<file path="src/core/opdec_params.svh">
// opcode patterns, field positions and cycle counts of the move, stack and branch decoder
`ifndef OPDEC_PARAMS_SVH
`define OPDEC_PARAMS_SVH

// field positions inside the opcode byte
`define GRP_MSB        7
`define GRP_LSB        6
`define DEST_MSB       5
`define DEST_LSB       3
`define SRC_MSB        2
`define SRC_LSB        0
`define PAIR_MSB       5
`define PAIR_LSB       4

// field codes
`define GRP_COPY       2'h1
`define GRP_LOW        2'h0
`define GRP_HIGH       2'h3
`define REG_MEM        3'h6
`define PAIR_SP_AF     2'h3

// whole-byte opcodes
`define OPC_SWAP_PAIRS 8'heb
`define OPC_SWAP_STACK 8'he3
`define OPC_LOAD_SP    8'hf9
`define OPC_LOAD_PC    8'he9
`define OPC_BRANCH     8'hc3
`define OPC_CALL       8'hcd

// low-bit patterns
`define LO4_PAIR_IMM   4'h1
`define LO4_PUSH       4'h5
`define LO4_POP        4'h1
`define LO3_IMM        3'h6
`define LO3_BRANCH_CC  3'h2
`define LO3_CALL_CC    3'h4

// clock cycles per operation
`define CYC_COPY_REG    5'd4
`define CYC_STORE_MEM   5'd7
`define CYC_LOAD_MEM    5'd7
`define CYC_IMM_REG     5'd7
`define CYC_IMM_MEM     5'd10
`define CYC_PAIR_IMM    5'd10
`define CYC_SWAP_PAIRS  5'd4
`define CYC_PUSH        5'd12
`define CYC_POP         5'd10
`define CYC_SWAP_STACK  5'd16
`define CYC_LOAD_SP     5'd6
`define CYC_LOAD_PC     5'd6
`define CYC_BRANCH      5'd10
`define CYC_BRANCH_NOT  5'd7
`define CYC_CALL        5'd18
`define CYC_CALL_NOT    5'd9
`define CYC_NONE        5'd0

`endif

</file>
<file path="src/core/opdec_pkg.sv">
// types shared by the opcode decoder files
package opdec_pkg;

  typedef enum logic [4:0] {
    OP_NONE,
    OP_COPY_REG,
    OP_STORE_MEM,
    OP_LOAD_MEM,
    OP_COPY_IMM_REG,
    OP_COPY_IMM_MEM,
    OP_LOAD_PAIR_IMM,
    OP_SWAP_PAIRS,
    OP_PUSH_PAIR,
    OP_PUSH_ACC_FLAGS,
    OP_POP_PAIR,
    OP_POP_ACC_FLAGS,
    OP_SWAP_STACK_TOP,
    OP_LOAD_SP,
    OP_LOAD_PC,
    OP_BRANCH,
    OP_BRANCH_COND,
    OP_CALL,
    OP_CALL_COND
  } op_class_t;

  typedef enum logic [2:0] {
    CC_NO_ZERO,
    CC_ZERO,
    CC_NO_CARRY,
    CC_CARRY,
    CC_PARITY_ODD,
    CC_PARITY_EVEN,
    CC_POSITIVE,
    CC_MINUS
  } cond_t;

  typedef struct packed {
    logic      valid;
    op_class_t op_class;
    logic [4:0] cycles;
    logic [2:0] dest;
    logic [2:0] src;
    logic [1:0] pair;
    logic      taken;
    logic      known;
  } dec_state_t;

endpackage : opdec_pkg

</file>
<file path="src/core/opdec_top.sv">
// move, stack and branch opcode decoder with cycle counts
// Notes on behaviour
// - group 01 with a register source copies to a register in 4 cycles, or to memory 110 in 7.
// - group 01 with source 110 and a register destination loads it from memory at H&L in 7 cycles.
// - 00PP0001 loads a 16-bit immediate into B&C, D&E, H&L or the stack pointer in 10 cycles.
// - 11101011 swaps D&E with H&L in 4 cycles.
// - 11PP0101 with PP naming B&C, D&E or H&L pushes that pair in 12 cycles.
// - 11110101 pushes the accumulator and flags in 12 cycles.
// - 11PP0001 with PP naming B&C, D&E or H&L pops into that pair in 10 cycles.
// - 11110001 pops into the flags and accumulator in 10 cycles.
// - 11100011 swaps the stack top with H&L in 16 cycles.
// - 11111001 copies H&L into the stack pointer in 6 cycles.
// - 11101001 copies H&L into the program counter in 6 cycles.
`timescale 1ns/1ns
`default_nettype none
`include "opdec_params.svh"
module opdec_top
  import opdec_pkg::*;
(
  input  wire logic              I_CLK,
  input  wire logic              I_SYS_RST,
  input  wire logic              i_OPCODE_VALID,
  input  wire logic [7:0]        i_OPCODE,
  input  wire logic              i_FLAG_ZERO,
  input  wire logic              i_FLAG_CARRY,
  input  wire logic              i_FLAG_PARITY,
  input  wire logic              i_FLAG_SIGN,
  output logic                   o_DECODE_VALID,
  output opdec_pkg::op_class_t   o_OP_CLASS,
  output logic [4:0]             o_CYCLES,
  output logic [2:0]             o_DEST,
  output logic [2:0]             o_SRC,
  output logic [1:0]             o_PAIR,
  output logic                   o_TAKEN,
  output logic                   o_KNOWN
);
  import opdec_pkg::*;

  dec_state_t state_q;
  dec_state_t state_d;
  logic       cond_met;
  logic       is_cond_code;
  logic [1:0] grp;
  logic [2:0] dest_field;
  logic [2:0] source_field;
  logic [1:0] pair_field;

  function automatic logic is_mem(input logic [2:0] f);
    is_mem = (f == `REG_MEM);
  endfunction : is_mem

  assign grp          = i_OPCODE[`GRP_MSB:`GRP_LSB];
  assign dest_field   = i_OPCODE[`DEST_MSB:`DEST_LSB];
  assign source_field = i_OPCODE[`SRC_MSB:`SRC_LSB];
  assign pair_field   = i_OPCODE[`PAIR_MSB:`PAIR_LSB];
  assign is_cond_code = (grp == `GRP_HIGH) &&
                        (source_field == `LO3_BRANCH_CC || source_field == `LO3_CALL_CC);

  // condition evaluation for conditional jumps and calls
  opdec_cond_eval u_cond (
    .i_cond_code   (is_cond_code),
    .i_cond        (dest_field),
    .i_zero        (i_FLAG_ZERO),
    .i_carry       (i_FLAG_CARRY),
    .i_parity_even (i_FLAG_PARITY),
    .i_sign        (i_FLAG_SIGN),
    .o_met         (cond_met)
  );

  always_comb
  begin
    state_d          = state_q;
    state_d.valid    = i_OPCODE_VALID;
    if (i_OPCODE_VALID)
    begin
      state_d.op_class = OP_NONE;
      state_d.cycles   = `CYC_NONE;
      state_d.dest     = dest_field;
      state_d.src      = source_field;
      state_d.pair     = pair_field;
      state_d.taken    = 1'b0;
      state_d.known    = 1'b1;
      if (grp == `GRP_COPY)
      begin
        if (is_mem(source_field) && is_mem(dest_field))
        begin
          state_d.known = 1'b0;
        end
        else if (is_mem(source_field))
        begin
          state_d.op_class = OP_LOAD_MEM;
          state_d.cycles   = `CYC_LOAD_MEM;
        end
        else if (is_mem(dest_field))
        begin
          state_d.op_class = OP_STORE_MEM;
          state_d.cycles   = `CYC_STORE_MEM;
        end
        else
        begin
          state_d.op_class = OP_COPY_REG;
          state_d.cycles   = `CYC_COPY_REG;
        end
      end
      else if (grp == `GRP_LOW && source_field == `LO3_IMM)
      begin
        state_d.op_class = is_mem(dest_field) ? OP_COPY_IMM_MEM : OP_COPY_IMM_REG;
        state_d.cycles   = is_mem(dest_field) ? `CYC_IMM_MEM : `CYC_IMM_REG;
      end
      else if (grp == `GRP_LOW && i_OPCODE[3:0] == `LO4_PAIR_IMM)
      begin
        state_d.op_class = OP_LOAD_PAIR_IMM;
        state_d.cycles   = `CYC_PAIR_IMM;
      end
      else if (i_OPCODE == `OPC_SWAP_PAIRS)
      begin
        state_d.op_class = OP_SWAP_PAIRS;
        state_d.cycles   = `CYC_SWAP_PAIRS;
      end
      else if (i_OPCODE == `OPC_SWAP_STACK)
      begin
        state_d.op_class = OP_SWAP_STACK_TOP;
        state_d.cycles   = `CYC_SWAP_STACK;
      end
      else if (i_OPCODE == `OPC_LOAD_SP)
      begin
        state_d.op_class = OP_LOAD_SP;
        state_d.cycles   = `CYC_LOAD_SP;
      end
      else if (i_OPCODE == `OPC_LOAD_PC)
      begin
        state_d.op_class = OP_LOAD_PC;
        state_d.cycles   = `CYC_LOAD_PC;
      end
      else if (i_OPCODE == `OPC_BRANCH)
      begin
        state_d.op_class = OP_BRANCH;
        state_d.cycles   = `CYC_BRANCH;
        state_d.taken    = 1'b1;
      end
      else if (i_OPCODE == `OPC_CALL)
      begin
        state_d.op_class = OP_CALL;
        state_d.cycles   = `CYC_CALL;
        state_d.taken    = 1'b1;
      end
      else if (grp == `GRP_HIGH && i_OPCODE[3:0] == `LO4_PUSH)
      begin
        if (pair_field == `PAIR_SP_AF)
        begin
          state_d.op_class = OP_PUSH_ACC_FLAGS;
        end
        else
        begin
          state_d.op_class = OP_PUSH_PAIR;
        end
        state_d.cycles = `CYC_PUSH;
      end
      else if (grp == `GRP_HIGH && i_OPCODE[3:0] == `LO4_POP)
      begin
        if (pair_field == `PAIR_SP_AF)
        begin
          state_d.op_class = OP_POP_ACC_FLAGS;
        end
        else
        begin
          state_d.op_class = OP_POP_PAIR;
        end
        state_d.cycles = `CYC_POP;
      end
      else if (grp == `GRP_HIGH && source_field == `LO3_BRANCH_CC)
      begin
        state_d.op_class = OP_BRANCH_COND;
        state_d.taken    = cond_met;
        state_d.cycles   = cond_met ? `CYC_BRANCH : `CYC_BRANCH_NOT;
      end
      else if (grp == `GRP_HIGH && source_field == `LO3_CALL_CC)
      begin
        state_d.op_class = OP_CALL_COND;
        state_d.taken    = cond_met;
        state_d.cycles   = cond_met ? `CYC_CALL : `CYC_CALL_NOT;
      end
      else
      begin
        state_d.known = 1'b0;
      end
    end
  end

  always_ff @(posedge I_CLK or posedge I_SYS_RST)
  begin
    if (I_SYS_RST)
    begin
      state_q <= '{valid: 1'b0, op_class: OP_NONE, cycles: 5'h0, dest: 3'h0,
                   src: 3'h0, pair: 2'h0, taken: 1'b0, known: 1'b0};
    end
    else
    begin
      state_q <= state_d;
    end
  end

  assign o_DECODE_VALID = state_q.valid;
  assign o_OP_CLASS     = state_q.op_class;
  assign o_CYCLES       = state_q.cycles;
  assign o_DEST         = state_q.dest;
  assign o_SRC          = state_q.src;
  assign o_PAIR         = state_q.pair;
  assign o_TAKEN        = state_q.taken;
  assign o_KNOWN        = state_q.known;

  // checks on the decoded result one cycle after the opcode
  property p_copy_reg;
    @(posedge I_CLK) disable iff (I_SYS_RST)
    (i_OPCODE_VALID && i_OPCODE[7:6] == 2'h1 && i_OPCODE[5:3] != 3'h6 && i_OPCODE[2:0] != 3'h6)
    |=> (o_OP_CLASS == OP_COPY_REG && o_CYCLES == 5'h4 && o_DEST == $past(i_OPCODE[5:3]));
  endproperty
  a_copy_reg: assert property (p_copy_reg) else $error("register copy misdecoded");

  property p_store_mem;
    @(posedge I_CLK) disable iff (I_SYS_RST)
    (i_OPCODE_VALID && i_OPCODE[7:3] == 5'h0e && i_OPCODE[2:0] != 3'h6)
    |=> (o_OP_CLASS == OP_STORE_MEM && o_CYCLES == 5'h7);
  endproperty
  a_store_mem: assert property (p_store_mem) else $error("memory store misdecoded");

  property p_load_mem;
    @(posedge I_CLK) disable iff (I_SYS_RST)
    (i_OPCODE_VALID && i_OPCODE[7:6] == 2'h1 && i_OPCODE[2:0] == 3'h6 && i_OPCODE[5:3] != 3'h6)
    |=> (o_OP_CLASS == OP_LOAD_MEM && o_CYCLES == 5'h7);
  endproperty
  a_load_mem: assert property (p_load_mem) else $error("memory load misdecoded");

  property p_pair_imm;
    @(posedge I_CLK) disable iff (I_SYS_RST)
    (i_OPCODE_VALID && i_OPCODE[7:6] == 2'h0 && i_OPCODE[3:0] == 4'h1)
    |=> (o_OP_CLASS == OP_LOAD_PAIR_IMM && o_CYCLES == 5'ha && o_PAIR == $past(i_OPCODE[5:4]));
  endproperty
  a_pair_imm: assert property (p_pair_imm) else $error("pair immediate misdecoded");

  property p_swap_pairs;
    @(posedge I_CLK) disable iff (I_SYS_RST)
    (i_OPCODE_VALID && i_OPCODE == 8'heb) |=> (o_OP_CLASS == OP_SWAP_PAIRS && o_CYCLES == 5'h4);
  endproperty
  a_swap_pairs: assert property (p_swap_pairs) else $error("pair swap misdecoded");

  property p_push;
    @(posedge I_CLK) disable iff (I_SYS_RST)
    (i_OPCODE_VALID && i_OPCODE[7:6] == 2'h3 && i_OPCODE[3:0] == 4'h5)
    |=> (o_CYCLES == 5'hc && (o_OP_CLASS == OP_PUSH_ACC_FLAGS) == (o_PAIR == 2'h3));
  endproperty
  a_push: assert property (p_push) else $error("push misdecoded");

  property p_pop_acc;
    @(posedge I_CLK) disable iff (I_SYS_RST)
    (i_OPCODE_VALID && i_OPCODE == 8'hf1) |=> (o_OP_CLASS == OP_POP_ACC_FLAGS && o_CYCLES == 5'ha);
  endproperty
  a_pop_acc: assert property (p_pop_acc) else $error("flag pop misdecoded");

  property p_pop_pair;
    @(posedge I_CLK) disable iff (I_SYS_RST)
    (i_OPCODE_VALID && i_OPCODE[7:6] == 2'h3 && i_OPCODE[5:4] != 2'h3 && i_OPCODE[3:0] == 4'h1)
    |=> (o_OP_CLASS == OP_POP_PAIR && o_CYCLES == 5'ha && o_PAIR == $past(i_OPCODE[5:4]));
  endproperty
  a_pop_pair: assert property (p_pop_pair) else $error("pair pop misdecoded");

  property p_load_pc;
    @(posedge I_CLK) disable iff (I_SYS_RST)
    (i_OPCODE_VALID && i_OPCODE == 8'he9) |=> (o_OP_CLASS == OP_LOAD_PC && o_CYCLES == 5'h6);
  endproperty
  a_load_pc: assert property (p_load_pc) else $error("program counter load misdecoded");

  property p_swap_stack;
    @(posedge I_CLK) disable iff (I_SYS_RST)
    (i_OPCODE_VALID && i_OPCODE == 8'he3) |=> (o_OP_CLASS == OP_SWAP_STACK_TOP && o_CYCLES == 5'h10);
  endproperty
  a_swap_stack: assert property (p_swap_stack) else $error("stack swap misdecoded");

  property p_hl_loads;
    @(posedge I_CLK) disable iff (I_SYS_RST)
    (i_OPCODE_VALID && (i_OPCODE == 8'hf9 || i_OPCODE == 8'he9)) |=> (o_CYCLES == 5'h6);
  endproperty
  a_hl_loads: assert property (p_hl_loads) else $error("pointer load misdecoded");

  property p_cond_cycles;
    @(posedge I_CLK) disable iff (I_SYS_RST)
    (o_DECODE_VALID && (o_OP_CLASS == OP_BRANCH_COND || o_OP_CLASS == OP_CALL_COND))
    |-> (o_CYCLES == (o_OP_CLASS == OP_BRANCH_COND ? (o_TAKEN ? 5'ha : 5'h7) : (o_TAKEN ? 5'h12 : 5'h9)));
  endproperty
  a_cond_cycles: assert property (p_cond_cycles) else $error("conditional cycle count wrong");

  property p_zero_cond;
    @(posedge I_CLK) disable iff (I_SYS_RST)
    (i_OPCODE_VALID && i_OPCODE == 8'hca) |=> (o_TAKEN == $past(i_FLAG_ZERO));
  endproperty
  a_zero_cond: assert property (p_zero_cond) else $error("zero condition wrong");

  property p_call;
    @(posedge I_CLK) disable iff (I_SYS_RST)
    (i_OPCODE_VALID && i_OPCODE == 8'hcd) |=> (o_OP_CLASS == OP_CALL && o_CYCLES == 5'h12 && o_TAKEN);
  endproperty
  a_call: assert property (p_call) else $error("call misdecoded");

  property p_valid_follows;
    @(posedge I_CLK) disable iff (I_SYS_RST)
    i_OPCODE_VALID |=> o_DECODE_VALID ##1 (o_DECODE_VALID == $past(i_OPCODE_VALID));
  endproperty
  a_valid_follows: assert property (p_valid_follows) else $error("decode strobe misplaced");

  c_call_taken: cover property (@(posedge I_CLK) o_DECODE_VALID && o_OP_CLASS == OP_CALL_COND && o_TAKEN);
  c_branch_skip: cover property (@(posedge I_CLK) o_DECODE_VALID && o_OP_CLASS == OP_BRANCH_COND && !o_TAKEN);
  c_push_flags: cover property (@(posedge I_CLK) o_DECODE_VALID && o_OP_CLASS == OP_PUSH_ACC_FLAGS);
  c_unknown: cover property (@(posedge I_CLK) o_DECODE_VALID && !o_KNOWN);

endmodule : opdec_top
`default_nettype wire

</file>
<file path="src/core/opdec_cond_eval.sv">
// condition field evaluation against the processor flags
`timescale 1ns/1ns
`default_nettype none
module opdec_cond_eval
  import opdec_pkg::*;
(
  input  wire logic       i_cond_code,
  input  wire logic [2:0] i_cond,
  input  wire logic       i_zero,
  input  wire logic       i_carry,
  input  wire logic       i_parity_even,
  input  wire logic       i_sign,
  output logic            o_met
);
  import opdec_pkg::*;

  cond_t cond;

  always_comb
  begin
    cond  = cond_t'(i_cond);
    o_met = 1'b0;
    unique case (cond)
      CC_NO_ZERO:     o_met = ~i_zero;
      CC_ZERO:        o_met = i_zero;
      CC_NO_CARRY:    o_met = ~i_carry;
      CC_CARRY:       o_met = i_carry;
      CC_PARITY_ODD:  o_met = ~i_parity_even;
      CC_PARITY_EVEN: o_met = i_parity_even;
      CC_POSITIVE:    o_met = ~i_sign;
      CC_MINUS:       o_met = i_sign;
    endcase
    if (!i_cond_code)
    begin
      o_met = 1'b0;
    end
  end

endmodule : opdec_cond_eval
`default_nettype wire

</file>
<file path="config.mk">
export PLATFORM = sky130hd
export DESIGN_NAME = opdec_top
export DESIGN_NICKNAME = d
export VERILOG_FILES = /design/src/core/opdec_pkg.sv /design/src/core/opdec_top.sv /design/src/core/opdec_cond_eval.sv
export VERILOG_INCLUDE_DIRS = /design/src /design/src/core
export SDC_FILE = /design/constraint.sdc
export NUM_CORES = 1
export LEC_CHECK = 0
export ABC_AREA = 1
export BUFFER_PORTS_ARGS = -buffer_cell sky130_fd_sc_hd__buf_2
export CAP_MARGIN = 20
export CORE_ASPECT_RATIO = 1.2
export CORE_MARGIN = 4
export CORE_UTILIZATION = 52
export DETAILED_ROUTE_END_ITERATION = 10
export PLACE_DENSITY = 0.79
export SLEW_MARGIN = 20
export SYNTH_ARGS = -nofsm -noshare
export SYNTH_HDL_FRONTEND = slang
export SYNTH_SLANG_ARGS = --single-unit
</file>
<file path="constraint.sdc">
create_clock -name I_CLK -period 1.1 [get_ports I_CLK]
set_clock_uncertainty 0.2 [all_clocks]
set_input_delay 0.275 -clock I_CLK [delete_from_list [all_inputs] [get_ports I_CLK]]
set_output_delay 0.275 -clock I_CLK [all_outputs]
set_load 0.05 [all_outputs]
</file>
==> summary.txt, run 1 <==
I/O Pins = 36
routability congestion estimate = 0.944
top post-synthesis cells by area = dfrtp_1 36%, nand2_1 14%, o21ai_0 5.7%
Setup WS pre-CTS = -0.619 ns
Row Count = 19
Stop Error = [ERROR DPL-0038] Utilization greater than 100%, impossible to legalize
register area share after synthesis = 0.360
most frequent cell after synthesis = nand2_1
Netlist cell types = 29
Die X = 54.0 um
CTS root buf = clkbuf_4
Post-Syn Area per Cell = 7.25 um2
last stage reached = global routing
hpwl dp = 2830 um
Yosys top cell area share = 0.360
largest net degree at the start of global routing = 20
CTS Buf Count = 3
Mapped Cells = 182
Top FF cell, synth = dfrtp_1
Mapped Nets = 199
I/O Buffers = 35
Sink Count = 19
list of most frequent post-synthesis cells = 48 x nand2_1, 19 x dfrtp_1, 17 x inv_1, 17 x nor2_1, 15 x o21ai_0
Ys Warns = 0
Post-synth EDFFs = 0
worst endpoint type = register data pin
Async SR Flop Fraction = 1.00
Syn Std Cell Area = 1320 um2
cell taking the most area after synthesis = dfrtp_1
flops & latches, synth = 19
status = aborted with a tool error
htree depth = 1
worst_ep grt = o_CYCLES[4]$_DFFE_PP0P_/D
Longest Clk Path Bufs = 2
Die H = 63.2 um
Initial Util = 0.561
==> metrics by stage <==
step / hold WS (ns) / cell area [um2] / util / cells
after floorplan: 0.0260 / 1390 / - / 182
after global placement: 0.0949 / 1770 / 0.754 / 273
after detailed placement: 0.102 / 1770 / 0.754 / 273
after CTS: 0.0674 / 2240 / 0.953 / 291
==> logic make-up after synthesis <==
group,Yosys count,synth area share
AOI/OAI and AO/OA,26,0.120
buffers and inverters,28,0.0929
adders and majority gates,2,0.0190
and+or+nand+nor,107,0.408
DFF,19,0.360
==> timing repair <==
action                                  in CTS
gates cloned                                 0
hold buffers                                 1
setup buffers                               13
pin swaps                                   27
gates resized for setup                     98
endpoints found under the setup margin      33
endpoints found under the hold margin       19
==> inputs of run 2 (changes only) <==
- CORE_AREA: not set -> 4 4 65 67
- CORE_ASPECT_RATIO: 1.2 -> not set
- CORE_MARGIN: 4 -> not set
- CORE_UTILIZATION: 52 -> not set
- DIE_AREA: not set -> 0 0 69 71
- PLACE_DENSITY: 0.79 -> not set
- PLACE_DENSITY_LB_ADDON: not set -> 0.15
==> summary.txt, run 2 <==
htree depth = 1
Ys Warns = 0
top post-synthesis cells by area = dfrtp_1 36%, nand2_1 14%, o21ai_0 5.7%
Post-synth EDFFs = 0
total number of vias = 1518
largest net degree at the start of global routing = 20
clock share of power = 0.220
CTS root buf = clkbuf_8
Netlist cell types = 29
Seq pwr share = 0.362
leakage = 1.28 nW
min-delay worst type = in2reg
Yosys top cell area share = 0.360
final hold vios = 0
register area share after synthesis = 0.360
Longest Clk Path Bufs = 2
Mapped Nets = 199
Final Setup Violations = 33
status = finished, violations left
Max Freq = 696 MHz
Row Count = 22
vias in the first global route = 1462
RSZ-0062 raised after global routing = yes
cell chain of the critical path = buf_8 -> clkinvlp_4 -> buf_4 -> nand3_2 -> nand2_2 -> nor2_4 -> nand2_4 -> a21oi_2 -> nand3_1 -> o21bai_1 -> nand2_1
fin util = 0.688
CTS Buf Count = 3
list of most frequent post-synthesis cells = 48 x nand2_1, 19 x dfrtp_1, 17 x inv_1, 17 x nor2_1, 15 x o21ai_0
most frequent cell after synthesis = nand2_1
Net Switching = 0.806 mW
Top FF cell, synth = dfrtp_1
Die H = 71 um
Worst Tran Pin Value = 0.318 ns
Largest stage delay, worst path = 0.15 ns
Core Area = 3630 um2
fin nets = 290
Syn Std Cell Area = 1320 um2
DRT Pass-1 Iters = 4
I/O Buffers = 35
# DRC = 0
Iter 0 DRT Violations = 67
part of the power in combinational logic = 0.418
Mapped Cells = 182
Min Hold Slack = 0.117 ns
Total GRT Usage = 0.164
worst path arrival time = 1.38 ns
worst skew pair latency = 0.25 ns
fin crit period = 1.44 ns
I/O Pins = 36
most common cell after layout, fill and taps aside = buf_4
first-pass GRT wire length = 6690 um
Initial Util = 0.363
final WL = 4150 um
area of the die = 4900 um2
final period utilization = 1.31
total of max-cap violations = 0
relative slew slack = 0.787
failing checks = setup timing
setup TNS = -6.82 ns
TritonCTS clock tree = built
ANT cells = 0
Sink Count = 19
Max VDD drop = 0.739 mV
worst endpoint required time = 1.04 ns
hpwl dp = 2850 um
cell taking the most area after synthesis = dfrtp_1
Routed Antenna Nets = 0
most frequent cells in the layout = 48 x buf_4, 37 x nand2_1, 29 x buf_6
Slew Limit Fails = 0
Setup WS pre-CTS = -0.612 ns
Multi-input gate area = 942 um2
routability congestion estimate = 0.866
flops & latches, synth = 19
initial antenna violation count = 0
total gr overflow = 0
fraction of layout cells with a size suffix above 1 = 0.588
CP max stage cell = buf_4
Via density = 4.74
Layout fillers = 286
Synth-to-Final Area Change = 89.5%
startpoint types = input port
cell-internal power = 1.40 mW
Async SR Flop Fraction = 1.00
kind of critical path = in2reg
P per Cell Area = 883 nW/um2
Register Area = 478 um2
drt wl/cell = 13.0 um
clock transition at the registers of the reported paths = 0.07 ns
Sw Share = 0.365
worst setup margin = -0.338 ns
Post-Syn Area per Cell = 7.25 um2
crit-path max FO = 5
Die X = 69 um
endpoint type of the worst setup path = flop
[run 2: stage by stage]
step	area, um2	total power, mW	cells
floorplan	1390	1.27	182
global placement	1860	1.48	295
detailed placement	1860	1.48	295
CTS	2300	2.15	309
global route	2500	2.34	320
finish	2500	2.21	320
[run 2: final cells by class]
cell class	count	share of cell area
Inverter	22	0.0455
Timing Repair Buffer	92	0.345
Multi-Input combinational cell	135	0.377
Tap cell	48	0.0240
Sequential cell	19	0.191
Clock buffer	4	0.0180
[run 2: what timing repair did]
item,in CTS,in global routing
hold endpoints to repair,20,0
endpoints found under the setup margin,33,33
hold buffers,2,0
setup buffers,8,11
resized for setup,94,34
pin swaps,14,15
[run 2: worst paths after layout]
| kind | to | slack [ns] | startpoint | depth (start not counted) |
|---|---|---|---|---|
| max | o_CYCLES[1] | -0.34 | i_OPCODE[3] | 11 |
| min | o_SRC[2] | 0.12 | i_OPCODE[2] | 3 |
| max reg2reg | o_TAKEN | 0.12 | o_TAKEN | 2 |
| min reg2reg | o_OP_CLASS[4] | 0.30 | o_OP_CLASS[4] | 2 |
| max in group asynchronous | o_DEST[1] | 0.11 | I_SYS_RST | 4 |
| min in group asynchronous | o_SRC[0] | 0.38 | I_SYS_RST | 4 |
[run 2: kinds of logic (layout without fill, tap and decap cells)]
| logic type | after synthesis | after routing | share of synthesized area |
|---|---|---|---|
| simple gates | 107 | 107 | 0.408 |
| buf+inv | 28 | 118 | 0.0929 |
| compound gates | 26 | 26 | 0.120 |
| flops | 19 | 19 | 0.360 |
| fa+ha+maj | 2 | 2 | 0.0190 |
[run 2: routing by layer]
layer / up-vias / track usage / part of all wire
met5: - / 0 / 0
met4: 0 / 0.0195 / 0.011
li1: 769 / - / -
met3: 6 / 0.0341 / 0.037
met1: 703 / 0.222 / 0.45
met2: 40 / 0.276 / 0.50
[run 2: critical path: cells and delay by family]
family                 cells  cell delay, ns
and+or+nand+nor            6            0.46
buffers and inverters      3            0.35
AOI/OAI and AO/OA          2            0.27
[run 2: power by group through the flow]
stage | logic [mW] | registers (mW) | clock network, mW
after floorplan | 0.266 | 1.00 | 0
after global placement | 0.683 | 0.796 | 0
after detailed placement | 0.682 | 0.796 | 0
after CTS | 0.856 | 0.797 | 0.501
after global routing | 0.983 | 0.806 | 0.547
final | 0.923 | 0.800 | 0.485
No activity file was read; power rests on OpenSTA's default activity.
==> inputs of run 3 (changes only) <==
- PLACE_DENSITY_LB_ADDON: 0.15 -> 0.25
- SKIP_LAST_GASP: not set -> 1
==> summary.txt, run 3 (synthesized netlist as in run 2, its figures left out) <==
Routed Antenna Nets = 0
final WL = 3800 um
gr busiest metal = met2
capture point of the worst reg-to-reg path = o_CYCLES[0]
cell chain of the critical path = buf_8 -> clkinvlp_4 -> buf_6 -> nor4_4 -> buf_4 -> nor2_2 -> nand4_1 -> nor3_2 -> nor2_1
TritonCTS clock tree = built
Row Count = 22
startpoint types = input port
ANT cells = 0
kind of critical path = in2reg
Min-Delay Endpoint = o_CYCLES[0]
final hold vios = 0
Max VDD drop = 0.398 mV
final period utilization = 1.26
CTS Buf Count = 3
setup TNS = -6.72 ns
Finished Layout Cells = 313
dpl cell area = 1850 um2
FF-to-FF Start = o_CYCLES[0]
crit-path max FO = 5
worst endpoint required time = 1.10 ns
RSZ-0062 raised after global routing = yes
worst skew pair latency = 0.26 ns
Setup WS pre-CTS = -0.579 ns
htree depth = 1
placed cells = 294
worst path arrival time = 1.39 ns
fin crit period = 1.39 ns
Core Area = 3630 um2
initial antenna violation count = 0
Longest Clk Path Bufs = 2
status = finished, violations left
Initial Util = 0.363
r2r worst-path depth = 4
Max Freq = 719 MHz
failing checks = setup timing
I/O Buffers = 35
worst setup margin = -0.290 ns
P per Cell Area = 930 nW/um2
fraction of layout cells with a size suffix above 1 = 0.540
endpoint type of the worst setup path = flop
Slew Limit Fails = 0
I/O Pins = 36
total number of vias = 1460
largest net degree at the start of global routing = 20
met3 Track Usage GR = 0.0170
Iter 0 DRT Violations = 71
Largest stage delay, worst path = 0.31 ns
Final Setup Violations = 33
relative slew slack = 0.803
Worst Tran Pin Value = 0.294 ns
# DRC = 0
total of max-cap violations = 0
GRT met1 Usage = 0.200
vias in the first global route = 1404
routability congestion estimate = 0.889
area of the die = 4900 um2
hpwl dp = 2810 um
Hold Crit Depth = 3
Total GRT Usage = 0.155
Die X = 69 um
hold_sp = i_OPCODE_VALID
most common cell after layout, fill and taps aside = buf_4
total gr overflow = 0
met2 Use GR = 0.256
Tot Pwr = 2.13 mW
CTS root buf = clkbuf_8
Design Area, Final = 2290 um2
most frequent cells in the layout = 48 x buf_4, 41 x nand2_1, 24 x buf_6
leakage = 1.19 nW
Sink Count = 19
Synth-to-Final Area Change = 73.7%
clock transition at the registers of the reported paths = 0.07 ns
Via density = 4.66
drt wl/cell = 12.2 um
fin nets = 283
Die H = 71 um
min-delay worst type = in2reg
DRT Pass-1 Iters = 4
first-pass GRT wire length = 6210 um
CP max stage cell = nor4_4
FF-to-FF setup slack = 0.02 ns
run 3: changes by cell type in the layout (fill, tap and decap cells not counted), sizes merged:
cell,delta
buf,-7
inv,+1
dlygate4sd3,-1
run 3: worst max path at each step:
stage                     cells after the start  slack (ns)            end         from
final                                         9       -0.29  o_OP_CLASS[0]  i_OPCODE[3]
after global routing                         12       -0.34        o_KNOWN  i_OPCODE[3]
after CTS                                    12       -0.26        o_KNOWN  i_OPCODE[3]
after floorplan                              10       -0.31    o_CYCLES[2]  i_OPCODE[3]
after detailed placement                     12       -0.58        o_KNOWN  i_OPCODE[3]
after global placement                        9       -0.58        o_KNOWN  i_OPCODE[3]
run 3: worst max-delay path, delay by kind of cell:
kind / cells / cell delay, ns
simple gates: 5 / 0.56
buf+inv: 4 / 0.54
run 3: power breakdown:
part / leakage, nW / internal [mW] / switching [mW]
Clock: 0.0255 / 0.252 / 0.230
Combinational: 0.924 / 0.344 / 0.507
Sequential: 0.239 / 0.756 / 0.0427
Total: 1.19 / 1.35 / 0.779
run 3: routing by layer:
metal  part of all wire  routed length (um)
met4              0.017                  65
met3              0.034                 129
met2               0.49                1870
met1               0.46                1740
met5                  0                   0
run 3: cell type report:
| cell class | instances | area, um2 |
|---|---|---|
| clock buffer | 3 | 41.3 |
| fill | 311 | 1340 |
| clock inverter | 1 | 5.00 |
| tap | 48 | 60.1 |
| multi-input combinational | 135 | 872 |
| sequential | 19 | 478 |
| inverter | 22 | 93.8 |
| timing repair buffer | 85 | 743 |
run 3: what timing repair did:
action / in CTS / in global routing
hold buffers: 1 / 0
setup endpoints to repair: 33 / 33
hold endpoints to repair: 19 / 0
buffers inserted: 10 / 4
pin swaps: 9 / 10
gates cloned: 0 / 0
gates resized for setup: 62 / 22
run 3: stage by stage:
stage | hold slack, ns | utilization
final | 0.161 | 0.631
after global routing | 0.172 | 0.631
after CTS | 0.153 | 0.600
after detailed placement | 0.0991 | 0.509
after global placement | 0.0972 | 0.509
after floorplan | 0.0260 | -
